File: src/common/sktl_pkg.sv
// Package for the skip-test and timer-load execution block
`default_nettype none
package sktl_pkg;
    // Instruction codes (10-bit words)
    localparam logic [9:0] OP_SKIP_EXT_PIN_B = 10'h03b;
    localparam logic [9:0] OP_SKIP_POWERDOWN = 10'h003;
    localparam logic [9:0] OP_SKIP_TIMER_A = 10'h280;
    localparam logic [9:0] OP_SKIP_TIMER_B = 10'h281;
    localparam logic [9:0] OP_SKIP_TIMER_C = 10'h282;
    localparam logic [9:0] OP_SKIP_TIMER_D = 10'h283;
    localparam logic [9:0] OP_SKIP_TIMER_E = 10'h284;
    localparam logic [9:0] OP_ARM_VDET = 10'h2f3;
    localparam logic [9:0] OP_SKIP_BIT_BASE = 10'h020;
    localparam logic [9:0] OP_SKIP_CARRY = 10'h02f;
    localparam logic [9:0] OP_LOAD_TIMER_A = 10'h230;
    localparam logic [9:0] OP_LOAD_TIMER_B = 10'h231;
    localparam logic [9:0] OP_LOAD_TIMER_C = 10'h232;
    localparam logic [9:0] OP_LOAD_TIMER_D = 10'h233;
    // Field positions
    localparam int EXT_PIN_B_POL_BIT = 2;
    localparam int TIMER_A_IE_BIT = 2;
    localparam int TIMER_B_IE_BIT = 3;
    localparam int TIMER_C_IE_BIT = 0;
    localparam int TIMER_E_IE_BIT = 1;
    localparam int TIMER_D_IE_BIT = 3;
    localparam int NUM_TIMER_REQ = 5;
    // APB register byte offsets
    localparam logic [7:0] REG_CTRL = 8'h00;
    localparam logic [7:0] REG_FLAGS = 8'h04;
    localparam logic [7:0] REG_ACC = 8'h08;
    localparam logic [7:0] REG_TIMER_AB = 8'h0c;
    localparam logic [7:0] REG_TIMER_CD = 8'h10;
    localparam logic [7:0] REG_RELOAD_AB = 8'h14;
    localparam logic [7:0] REG_RELOAD_CD = 8'h18;
    localparam logic [7:0] REG_SKIP_CNT = 8'h1c;
    // Reset values
    localparam logic [3:0] RST_NIBBLE = 4'h0;
    localparam logic [7:0] RST_BYTE = 8'h00;

    typedef struct packed {
        logic [9:0] word;
        logic valid;
    } sktl_instr_t;

    typedef struct packed {
        logic [3:0] irq_ctrl_b;
        logic [3:0] irq_en_a;
        logic [3:0] irq_en_b;
        logic [3:0] acc;
        logic [3:0] reg_b;
        logic [3:0] mem_nibble;
        logic carry;
        logic powerdown_flag;
        logic [NUM_TIMER_REQ-1:0] timer_req;
        logic vdet_armed;
        logic skip_pend;
        logic [7:0] timer_a;
        logic [7:0] timer_b;
        logic [7:0] timer_c;
        logic [7:0] timer_d;
        logic [7:0] timer_a_reload;
        logic [7:0] timer_b_reload;
        logic [7:0] timer_c_reload;
        logic [7:0] timer_d_first_reload;
        logic [15:0] skip_cnt;
        logic [31:0] prdata;
    } sktl_state_t;
endpackage
`default_nettype wire

File: src/design/sktl_core.sv
// Execution of the skip-test and timer-load instruction group
// Function
// RULE_01: Pin-B skip compares pin to polarity bit 2 of pin-B control register.
// RULE_02: Powerdown skip skips when flag is 1; flag stays unchanged.
// RULE_03: Timer A test gated by enable bit 2 of register A.
// RULE_04: Timer B test gated by enable bit 3 of register A.
// RULE_05: Timer C test gated by enable bit 0 of register B.
// RULE_06: Timer D test gated by enable bit 3 of register B.
// RULE_07: Timer E test gated by enable bit 1 of register B.
// RULE_08: Enable bit set makes the timer test a no-operation.
// RULE_09: Skipping timer test clears its request flag.
// RULE_10: Arm instruction keeps drop detector alive in power down while pin high.
// RULE_11: Bit test skips when selected bit j of pointed nibble is 0.
// RULE_12: Carry test skips when carry is 0, carry unchanged.
// RULE_13: Timer A-C loads write same byte to count and reload.
// RULE_14: Register B goes to high nibble of timer and reload.
// RULE_15: Accumulator goes to low nibble of timer and reload.
// RULE_16: Timer D load writes count and first reload only.
// RULE_17: Each instruction is one word and one cycle.
// RULE_18: Skip suppresses next word's effects but the counter advances.
//
// The implementer's own choices: the placing of the registers and the APB interface to the registers.
`default_nettype none
module sktl_core (
    input wire logic pclk,
    input wire logic presetn,
    input wire sktl_pkg::sktl_instr_t instr,
    output logic pc_advance,
    output logic instr_skipped,
    input wire logic ext_pin_b_async,
    input wire logic detector_control_pin_async,
    input wire logic [sktl_pkg::NUM_TIMER_REQ-1:0] timer_req_set,
    input wire logic powerdown_set,
    input wire logic powerdown_clr,
    output logic vdet_active,
    input wire logic psel,
    input wire logic penable,
    input wire logic pwrite,
    input wire logic [7:0] paddr,
    input wire logic [31:0] pwdata,
    output logic [31:0] prdata,
    output logic pready,
    output logic pslverr
);
    import sktl_pkg::*;

    sktl_state_t s_q;
    sktl_state_t s_d;
    logic [1:0] pin_sync_q;
    logic [1:0] detector_control_pin_sync_q;
    logic apb_wr;
    logic apb_rd;
    logic addr_ok;
    logic executes;
    logic skip_now;
    logic arm_now;

    // ************************************************************
    // Pin synchronisers
    // ************************************************************
    always_ff @(posedge pclk or negedge presetn) begin
        if (!presetn) begin
            pin_sync_q <= 2'b00;
            detector_control_pin_sync_q <= 2'b00;
        end else begin
            pin_sync_q <= {pin_sync_q[0], ext_pin_b_async};
            detector_control_pin_sync_q <= {detector_control_pin_sync_q[0], detector_control_pin_async};
        end
    end

    function automatic logic [7:0] join_ab(input logic [3:0] b, input logic [3:0] a);
        join_ab = {b, a}; // RULE_14 RULE_15
    endfunction

    function automatic logic valid_addr(input logic [7:0] a);
        valid_addr = (a == REG_CTRL) || (a == REG_FLAGS) || (a == REG_ACC)
            || (a == REG_TIMER_AB) || (a == REG_TIMER_CD) || (a == REG_RELOAD_AB)
            || (a == REG_RELOAD_CD) || (a == REG_SKIP_CNT);
    endfunction

    assign apb_wr = psel && penable && pwrite;
    assign apb_rd = psel && !penable && !pwrite;
    assign addr_ok = valid_addr(paddr);
    assign pready = 1'b1;
    assign pslverr = psel && penable && !addr_ok;
    assign prdata = s_q.prdata;
    // Skip-pending word is fetched but has no effect
    assign executes = instr.valid && !s_q.skip_pend; // RULE_18
    assign pc_advance = instr.valid; // RULE_17 RULE_18
    assign instr_skipped = instr.valid && s_q.skip_pend;
    assign vdet_active = s_q.vdet_armed && detector_control_pin_sync_q[1]; // RULE_10

    // ************************************************************
    // Next-state logic
    // ************************************************************
    always_comb begin
        s_d = s_q;
        skip_now = 1'b0;
        arm_now = 1'b0;
        // Hardware set beats any clear in the same cycle, so sets go last
        if (instr.valid) begin
            s_d.skip_pend = 1'b0;
            if (s_q.skip_pend) begin
                s_d.skip_cnt = s_q.skip_cnt + 16'h0001;
            end
        end
        if (executes) begin
            case (instr.word)
                OP_SKIP_EXT_PIN_B: begin
                    skip_now = (pin_sync_q[1] == s_q.irq_ctrl_b[EXT_PIN_B_POL_BIT]); // RULE_01
                end
                OP_SKIP_POWERDOWN: begin
                    skip_now = s_q.powerdown_flag; // RULE_02
                end
                OP_SKIP_TIMER_A: begin
                    if (!s_q.irq_en_a[TIMER_A_IE_BIT] && s_q.timer_req[0]) begin // RULE_03 RULE_08
                        skip_now = 1'b1;
                        s_d.timer_req[0] = 1'b0; // RULE_09
                    end
                end
                OP_SKIP_TIMER_B: begin
                    if (!s_q.irq_en_a[TIMER_B_IE_BIT] && s_q.timer_req[1]) begin // RULE_04 RULE_08
                        skip_now = 1'b1;
                        s_d.timer_req[1] = 1'b0; // RULE_09
                    end
                end
                OP_SKIP_TIMER_C: begin
                    if (!s_q.irq_en_b[TIMER_C_IE_BIT] && s_q.timer_req[2]) begin // RULE_05 RULE_08
                        skip_now = 1'b1;
                        s_d.timer_req[2] = 1'b0; // RULE_09
                    end
                end
                OP_SKIP_TIMER_D: begin
                    if (!s_q.irq_en_b[TIMER_D_IE_BIT] && s_q.timer_req[3]) begin // RULE_06 RULE_08
                        skip_now = 1'b1;
                        s_d.timer_req[3] = 1'b0; // RULE_09
                    end
                end
                OP_SKIP_TIMER_E: begin
                    if (!s_q.irq_en_b[TIMER_E_IE_BIT] && s_q.timer_req[4]) begin // RULE_07 RULE_08
                        skip_now = 1'b1;
                        s_d.timer_req[4] = 1'b0; // RULE_09
                    end
                end
                OP_ARM_VDET: begin
                    arm_now = 1'b1; // RULE_10
                end
                OP_SKIP_CARRY: begin
                    skip_now = !s_q.carry; // RULE_12
                end
                OP_LOAD_TIMER_A: begin
                    s_d.timer_a = join_ab(s_q.reg_b, s_q.acc); // RULE_13
                    s_d.timer_a_reload = join_ab(s_q.reg_b, s_q.acc); // RULE_13
                end
                OP_LOAD_TIMER_B: begin
                    s_d.timer_b = join_ab(s_q.reg_b, s_q.acc); // RULE_13
                    s_d.timer_b_reload = join_ab(s_q.reg_b, s_q.acc); // RULE_13
                end
                OP_LOAD_TIMER_C: begin
                    s_d.timer_c = join_ab(s_q.reg_b, s_q.acc); // RULE_13
                    s_d.timer_c_reload = join_ab(s_q.reg_b, s_q.acc); // RULE_13
                end
                OP_LOAD_TIMER_D: begin
                    s_d.timer_d = join_ab(s_q.reg_b, s_q.acc); // RULE_16
                    s_d.timer_d_first_reload = join_ab(s_q.reg_b, s_q.acc); // RULE_16
                end
                default: begin
                    if (instr.word[9:2] == OP_SKIP_BIT_BASE[9:2]) begin
                        skip_now = !s_q.mem_nibble[instr.word[1:0]]; // RULE_11
                    end
                end
            endcase
            s_d.skip_pend = skip_now;
        end
        // Software writes, lowest priority for hardware-set bits
        if (apb_wr && addr_ok) begin
            case (paddr)
                REG_CTRL: begin
                    s_d.irq_ctrl_b = pwdata[3:0];
                    s_d.irq_en_a = pwdata[7:4];
                    s_d.irq_en_b = pwdata[11:8];
                    s_d.vdet_armed = pwdata[12];
                end
                REG_FLAGS: begin
                    // Write one to clear the request flags
                    s_d.timer_req = s_d.timer_req & ~pwdata[4:0];
                    s_d.carry = pwdata[8];
                end
                REG_ACC: begin
                    s_d.acc = pwdata[3:0];
                    s_d.reg_b = pwdata[7:4];
                    s_d.mem_nibble = pwdata[11:8];
                end
                default: begin
                end
            endcase
        end
        // Arming beats a software clear in the same cycle
        if (arm_now) begin
            s_d.vdet_armed = 1'b1; // RULE_10
        end
        s_d.timer_req = s_d.timer_req | timer_req_set;
        if (powerdown_clr) begin
            s_d.powerdown_flag = 1'b0;
        end
        if (powerdown_set) begin
            s_d.powerdown_flag = 1'b1;
        end
        if (apb_rd) begin
            case (paddr)
                REG_CTRL: s_d.prdata = {19'h0, s_q.vdet_armed, s_q.irq_en_b,
                    s_q.irq_en_a, s_q.irq_ctrl_b};
                REG_FLAGS: s_d.prdata = {22'h0, s_q.powerdown_flag, s_q.carry,
                    3'h0, s_q.timer_req};
                REG_ACC: s_d.prdata = {20'h0, s_q.mem_nibble, s_q.reg_b, s_q.acc};
                REG_TIMER_AB: s_d.prdata = {16'h0, s_q.timer_b, s_q.timer_a};
                REG_TIMER_CD: s_d.prdata = {16'h0, s_q.timer_d, s_q.timer_c};
                REG_RELOAD_AB: s_d.prdata = {16'h0, s_q.timer_b_reload, s_q.timer_a_reload};
                REG_RELOAD_CD: s_d.prdata = {16'h0, s_q.timer_d_first_reload,
                    s_q.timer_c_reload};
                REG_SKIP_CNT: s_d.prdata = {16'h0, s_q.skip_cnt};
                default: s_d.prdata = 32'h0;
            endcase
        end
    end

    always_ff @(posedge pclk or negedge presetn) begin
        if (!presetn) begin
            s_q <= '0;
        end else begin
            s_q <= s_d;
        end
    end
endmodule
`default_nettype wire

File: config.mk
export PLATFORM = sky130hd
export DESIGN_NAME = sktl_core
export DESIGN_NICKNAME = d
export VERILOG_FILES = /design/src/common/sktl_pkg.sv /design/src/design/sktl_core.sv
export SDC_FILE = /design/constraint.sdc
export NUM_CORES = 1
export LEC_CHECK = 0
export BUFFER_PORTS_ARGS = -buffer_cell sky130_fd_sc_hd__buf_2
export CAP_MARGIN = 10
export CELL_PAD_IN_SITES_DETAIL_PLACEMENT = 1
export CELL_PAD_IN_SITES_GLOBAL_PLACEMENT = 1
export CORE_ASPECT_RATIO = 1.4
export CORE_MARGIN = 3
export CORE_UTILIZATION = 47
export DETAILED_ROUTE_END_ITERATION = 8
export PLACE_DENSITY = 0.81
export SLEW_MARGIN = 15
export SYNTH_ARGS = -nofsm -noshare
export SYNTH_HDL_FRONTEND = slang
export SYNTH_SLANG_ARGS = --single-unit
File: constraint.sdc
create_clock -name pclk -period 4.4 [get_ports pclk]
set_input_delay 0.22 -clock pclk [delete_from_list [all_inputs] [get_ports pclk]]
set_output_delay 0.22 -clock pclk [all_outputs]
set_load 0.01 [all_outputs]
==> flow_summary.yaml, run 1 <==
outcome:
  status: "complete, but fails checks"
  violations: "negative hold slack"
detailed_routing:
  dr.first_iter.drc_count: 199
  drt-total-wl_um: 13310
  post_drt_via_cell_ratio: 5.854
  drc: 0
  firstDrtPassIters: 5
  ant_nets: 0
  wl_per_cell_um: 20.60
  vias: 3782
synthesis:
  ys_types: 58
  avgSynthCellArea_sq_um: 11.27
  syn_inst: 463
  synth_top_area_share_pct: 48.42
  synthTopCellsByArea: "dfrtp_1 48%, mux2_2 12%, buf_4 4.9%, mux2_4 2.9%, nand2_1 2.4%"
  synth_seq_cells: 101
  synth_edf_count: 0
  yosys_warnings: 0
  ys_seq_area_share_pct: 48.42
  yosys.area.top_type: "dfrtp_1"
  postSynth.asyncResetShare_pct: 100.0
  ys.flop_type: "dfrtp_1"
  syn_area_sq_um: 5220
timing:
  max_freq_mhz: 430.2
  fin_tns_setup_ns: 0
  report.final.slew_viol_count: 0
  worst_clock_skew_ns: 0.008093
  period_needed_ns: 2.325
  slew_headroom_pct: 39.84
  setup_violations: 0
  fin_hold_ws_ns: -0.03787
  fin_ws_ns: 2.075
  rsz0062_at_grt: "no"
  worst_slew_pin_slew_ns: 0.8898
  finalHoldViolCount: 38
  post-route-period-util_pct: 52.84
critical_path:
  cp-end-kind: "flop"
  r2r_cells: 4
  worstPathMaxFanout: 13
  critPathRequiredTime_ns: 4.63
  reg2reg_to: "s_q[48]"
  crit_path_start_kind: "primary input"
  critPathArrivalTime_ns: 2.56
  r2r_slack_ns: 2.22
  crit_type: "in -> reg"
  timing.rr.start: "s_q[112]"
layout:
  n_fill_cell: 1168
  drive_gt1_share_pct: 30.91
  seqCellArea_sq_um: 2527
  multi_input_area_sq_um: 2361
  area_growth_pct: 10.69
  nets: 569
  finalNonFillerCells: 646
  n_antenna_cell: 0
hold_path:
  hp-class: "in -> async"
floorplanning:
  dieArea_sq_um: 12430
  num_io_pins: 102
  core_sq_um: 10630
  die_y_um: 130.7
  die_w_um: 95.07
  initial_core_util_pct: 49.13
  rows: 44
clock_network:
  cts_root_buf: "clkbuf_16"
  cts_max_path_buffers: 2
  cts_buffers: 9
  ctsResizeCount: 0
  htreeDepth: 3
  cts.clk_slew.worst_paths_ns: 0.07
  cts_sinks: 101
  clk_latency_ns: 0.35
  cts_tree: "done"
power:
  leakage_nw: 2.669
  power.density_nw_per_um2: 355.3
  p_total_mw: 2.053
  vdd_ir_drop_max_v: 0.0001972
grt:
  gr-total-overflow: 0
  antenna_found_initial: 0
  grtUsageTotal_pct: 22.28
  grt_pass1_wl_um: 20860
  grt_pass1_vias: 3911
  grt_max_degree: 67
job:
  maxCapViolCount: 0
placement:
  place_congestion: 0.8773
  port_buffers: 65
  dp_hpwl_um: 9576
  pre_cts_slack_ns: 1.666
  dp_cells: 628
stage by stage:
step | instance area, sq um | util (%) | hold WS (ns)
final | 5778 | 54.38 | -0.03787
after global routing | 5778 | 54.38 | 0.03464
after CTS | 5761 | 54.22 | 0.009359
after detailed placement | 5431 | 51.12 | 0.3297
after global placement | 5431 | 51.12 | 0.3283
after floorplan | 5276 | - | -0.07559
synth_stat cells (10+ instances only):
master and number:
mux2_4 10, inv_1 10, a21oi_1 10, nor2_1 31, dfrtp_1 101, nand3_1 17
clkbuf_1 13, o21ai_0 10, buf_4 34, nand2_1 33, xnor2_1 12, mux2_2 55
worst max-delay path by stage:
stage                        start       end  slack, ns
after floorplan           paddr[7]  s_q[121]       2.28
after global routing      paddr[7]  s_q[136]       1.90
after global placement    paddr[7]  s_q[136]       1.71
after detailed placement  paddr[7]  s_q[136]       1.67
final                     paddr[7]  s_q[136]       2.08
after CTS                 s_q[112]   s_q[72]       2.06
layer usage:
layer / global-route usage, % / vias up / part of all wire, %
met1: 27.55 / 1931 / 41
met3: 4.124 / 29 / 4.8
li1: - / 1704 / -
met2: 38.56 / 118 / 52
met5: 0 / - / 0
met4: 8.241 / 0 / 2.8
layout by cell type (no fill, tap or decap), drive strengths merged, types with 5 or more instances in the layout:
| cell | netlist | routed |
|---|---|---|
| a21oi | 10 | 10 |
| a221oi | 6 | 6 |
| a22o | 7 | 7 |
| a31oi | 6 | 6 |
| and2 | 6 | 6 |
| buf | 43 | 68 |
| clkbuf | 13 | 11 |
| conb | 2 | 17 |
| dfrtp | 101 | 101 |
| inv | 10 | 12 |
| mux2 | 66 | 66 |
| mux2i | 9 | 9 |
| nand2 | 33 | 33 |
| nand3 | 17 | 17 |
| nand4 | 7 | 7 |
| nor2 | 33 | 33 |
| nor3 | 5 | 5 |
| nor3b | 5 | 5 |
| o21ai | 10 | 10 |
| xnor2 | 12 | 12 |
| xor2 | 7 | 7 |
state kept, by name, indices dropped and copies added, names as in the netlist:
register	flops
detector_control_pin_sync_q	2
pin_sync_q	2
prdata	16
s_q	81
cell type report:
| cell class | instances | area share, % |
|---|---|---|
| multi-input cells | 311 | 40.86 |
| repair buffers | 70 | 6.410 |
| clock buffers | 11 | 4.201 |
| clock inverters | 5 | 1.148 |
| inverters | 10 | 0.6496 |
| flip-flops and latches | 101 | 43.74 |
| well taps | 138 | 2.988 |
where the power goes:
group / leakage, nW / internal [mW] / switching (mW)
clock: 0.148 / 0.464 / 0.360
sequential: 1.33 / 0.972 / 0.0429
combinational: 1.19 / 0.0861 / 0.127
critical path, stage by stage:
cell and delay (ns):
buf_2 0.10, or4_4 0.60, nor2_2 0.30, nand4b_1 0.75, mux2_1 0.58
repair_timing:
item / 4_1_cts / 5_1_grt
hold buffers: 2 / 0
hold endpoints to repair: 2 / 0
buffers inserted: 0 / 0
cells by family (layout without fill, tap and decap cells):
| family | count (synthesis) | in the layout | synth area share (%) |
|---|---|---|---|
| AOI/OAI and AO/OA | 67 | 67 | 9.300 |
| xor gates and xnor gates | 19 | 19 | 3.188 |
| muxes | 76 | 76 | 17.11 |
| adders and majority gates | 1 | 1 | 0.2397 |
| and+or+nand+nor | 131 | 131 | 13.73 |
| other | 2 | 17 | 0.1439 |
| DFF | 101 | 101 | 48.42 |
| buffers and inverters | 66 | 96 | 7.862 |
(Power assumes the default switching activity.)
==> inputs of run 2 (changes only) <==
- ABC_AREA: default -> 1
- CORE_UTILIZATION: 47 -> 41
- PLACE_DENSITY: 0.81 -> 0.76
- clock period: 4.4 -> 2.35 ns (I/O delays scaled with it)
==> run 2 against run 1 <==
  * The run now ends clean
  * First-iteration DRC count decreased by 25%
  * Non-clock buffer count increased by 10
  * Count of clock-buffer cells in the layout unchanged
  * Critical path depth up 4
  * Final cell count increased by 42%
  * Critical endpoint is now s_q[46]
  * Largest cell class unchanged
==> flow_summary.yaml, run 2 <==
synthesis:
  synth.area.mux_share_pct: 0
  postSynth.asyncResetShare_pct: 100.0
  syn_inst: 679
  ys.flop_type: "dfrtp_1"
  synth_seq_cells: 101
  syn_area_sq_um: 5456
  synth-compound-area-share_pct: 11.47
  synth_top_area_share_pct: 46.32
  yosysMostFrequentCell: "nand2_1"
  synth_xor_area_share_pct: 2.568
  synth_top_family_by_area: "simple AND/OR/NAND/NOR gates"
  ys_seq_area_share_pct: 46.32
  avgSynthCellArea_sq_um: 8.036
  synth_commonest_cells: "204 x nand2_1, 101 x dfrtp_1, 84 x inv_1"
  synth_simple_gate_area_share_pct: 26.74
  yosys.area.top_type: "dfrtp_1"
  synthTopCellsByArea: "dfrtp_1 46%, nand2_1 14%, inv_1 5.8%, buf_4 5.1%, o21ai_0 3.9%"
  yosys_warnings: 0
  ys_types: 39
  synth_edf_count: 0
  synth_adder_area_share_pct: 0.2293
hold_path:
  holdPathEnd: "s_q[123]"
  min_from: "pwdata[10]"
  worstHoldPathCells: 3
  hp-class: "in -> reg"
floorplanning:
  rows: 49
  dieArea_sq_um: 14750
  core_sq_um: 12940
  initial_core_util_pct: 42.18
  num_io_pins: 102
  die_w_um: 103.5
  die_y_um: 142.5
detailed_routing:
  ant_nets: 0
  vias: 4509
  drt-total-wl_um: 14910
  drc: 0
  post_drt_via_cell_ratio: 4.901
  wl_per_cell_um: 16.21
  dr.first_iter.drc_count: 149
  firstDrtPassIters: 4
critical_path:
  cp-end-kind: "flop"
  slowest_stage: "dfrtp_1"
  cp_slowest_stage_delay_ns: 0.41
  r2r_slack_ns: 0.64
  worstPathMaxFanout: 4
  critical_path.top_delay_family: "simple AND/OR/NAND/NOR gates"
  r2r_cells: 9
  timing.rr.start: "s_q[33]"
  reg2reg_to: "s_q[46]"
  cp_num_buf_inv: 1
  critPathRequiredTime_ns: 2.57
  critPathArrivalTime_ns: 1.93
  crit_path_start_kind: "flop"
  crit_type: "reg -> reg"
  cp_cell_sequence: "ha_1 > inv_1 > nor2_4 > nand2_2 > nor2_4 > nand2_2 > nor3_2 > nand4_1 > xnor2_1"
layout:
  n_fill_cell: 1602
  nets: 803
  largest_register_ff_count: 81
  post-route-cell-area_sq_um: 6137
  seqCellArea_sq_um: 2527
  registers.top_by_ff_count: "s_q"
  area_growth_pct: 12.47
  n_antenna_cell: 0
  multi_input_area_sq_um: 2301
  finalNonFillerCells: 920
  drive_gt1_share_pct: 17.12
  utilization_pct: 47.44
  final_common_cell: "nand2_1"
  layout_common_cells: "204 x nand2_1, 101 x dfrtp_1, 84 x inv_1"
timing:
  rsz0062_at_grt: "no"
  finalHoldViolCount: 0
  report.final.slew_viol_count: 0
  setup_violations: 0
  period_needed_ns: 1.710
  fin_hold_ws_ns: 0.02027
  worst_slew_pin_slew_ns: 0.5787
  fin_tns_setup_ns: 0
  max_freq_mhz: 584.7
  post-route-period-util_pct: 72.77
  worst_clock_skew_ns: 0.009739
  slew_headroom_pct: 61.32
  fin_ws_ns: 0.6398
outcome:
  status: "finished clean"
clock_network:
  cts_root_buf: "clkbuf_16"
  cts.clk_slew.worst_paths_ns: 0.07
  cts_tree: "done"
  cts_max_path_buffers: 2
  cts_setup_buffers: 0
  cts_sinks: 101
  clk_latency_ns: 0.35
  cts_buffers: 9
  htreeDepth: 3
power:
  vdd_ir_drop_max_v: 0.0003708
  p_total_mw: 3.562
  leakage_nw: 3.166
  power.density_nw_per_um2: 580.4
placement:
  port_buffers: 65
  pre_cts_slack_ns: 0.6156
  place_congestion: 0.8700
  placed_area_sq_um: 5752
  dp_cells: 894
  dp_hpwl_um: 11620
job:
  maxCapViolCount: 0
grt:
  antenna_found_initial: 0
  gr-total-overflow: 0
  grt_max_degree: 51
  grt_pass1_vias: 4888
  grtUsageTotal_pct: 21.20
  grt_pass1_wl_um: 24820
==> run 2: changes by cell type after synthesis, sizes merged, moves of 9 or more <==
cell and change:
clkbuf -11, inv +76, mux2 -66, mux2i -9, nand2 +179, nand3 +11
nor2 +22, o21a +9, o21ai +57
==> run 2: worst max-delay path by stage <==
| stage | from | endpoint | slack (ns) | cells after the start |
|---|---|---|---|---|
| 2_1_floorplan | s_q[33] | s_q[46] | 0.89 | 9 |
| 3_3_place_gp | s_q[112] | s_q[57] | 0.71 | 5 |
| 3_5_place_dp | s_q[112] | s_q[62] | 0.62 | 5 |
| 4_1_cts | s_q[112] | s_q[62] | 0.60 | 5 |
| 5_1_grt | s_q[112] | s_q[60] | 0.48 | 5 |
| 6_report | s_q[33] | s_q[46] | 0.64 | 9 |
==> run 2: logic make-up after synthesis <==
logic type      count (synthesis)
compound gates                104
simple gates                  321
fa+ha+maj                       1
xor+xnor                       16
flops                         101
buf+inv                       134
other cells                     2
==> run 2: worst min-delay path, cell delays in order <==
cell and delay [ns]:
buf_2 0.09, inv_1 0.05, o21ai_1 0.06
==> run 2: layer usage <==
| metal | vias to the layer above | part of all wire, % | track usage, % |
|---|---|---|---|
| li1 | 2196 | - | - |
| met1 | 2176 | 40 | 24.16 |
| met2 | 95 | 53 | 38.83 |
| met3 | 42 | 2.7 | 3.223 |
| met4 | 0 | 4.4 | 10.57 |
| met5 | - | 0 | 0 |
==> run 2: final cells by class <==
class / count / area share (%)
flip-flops and latches: 101 / 41.18
multi-input cells: 459 / 37.49
repair buffers: 80 / 7.788
inverters: 86 / 5.260
clock inverters: 5 / 0.6932
clock buffers: 11 / 3.955
well taps: 178 / 3.629
==> run 2: repair_timing <==
action	4_1_cts	5_1_grt
hold buffers	10	0
hold endpoints to repair	33	0
endpoints found under the setup margin	0	0
gates resized for setup	0	0
==> run 2: where the power goes <==
part           switching (mW)  internal, mW
Combinational           0.197         0.116
Clock                   0.673         0.760
Sequential             0.0341          1.78
Total                   0.904          2.66
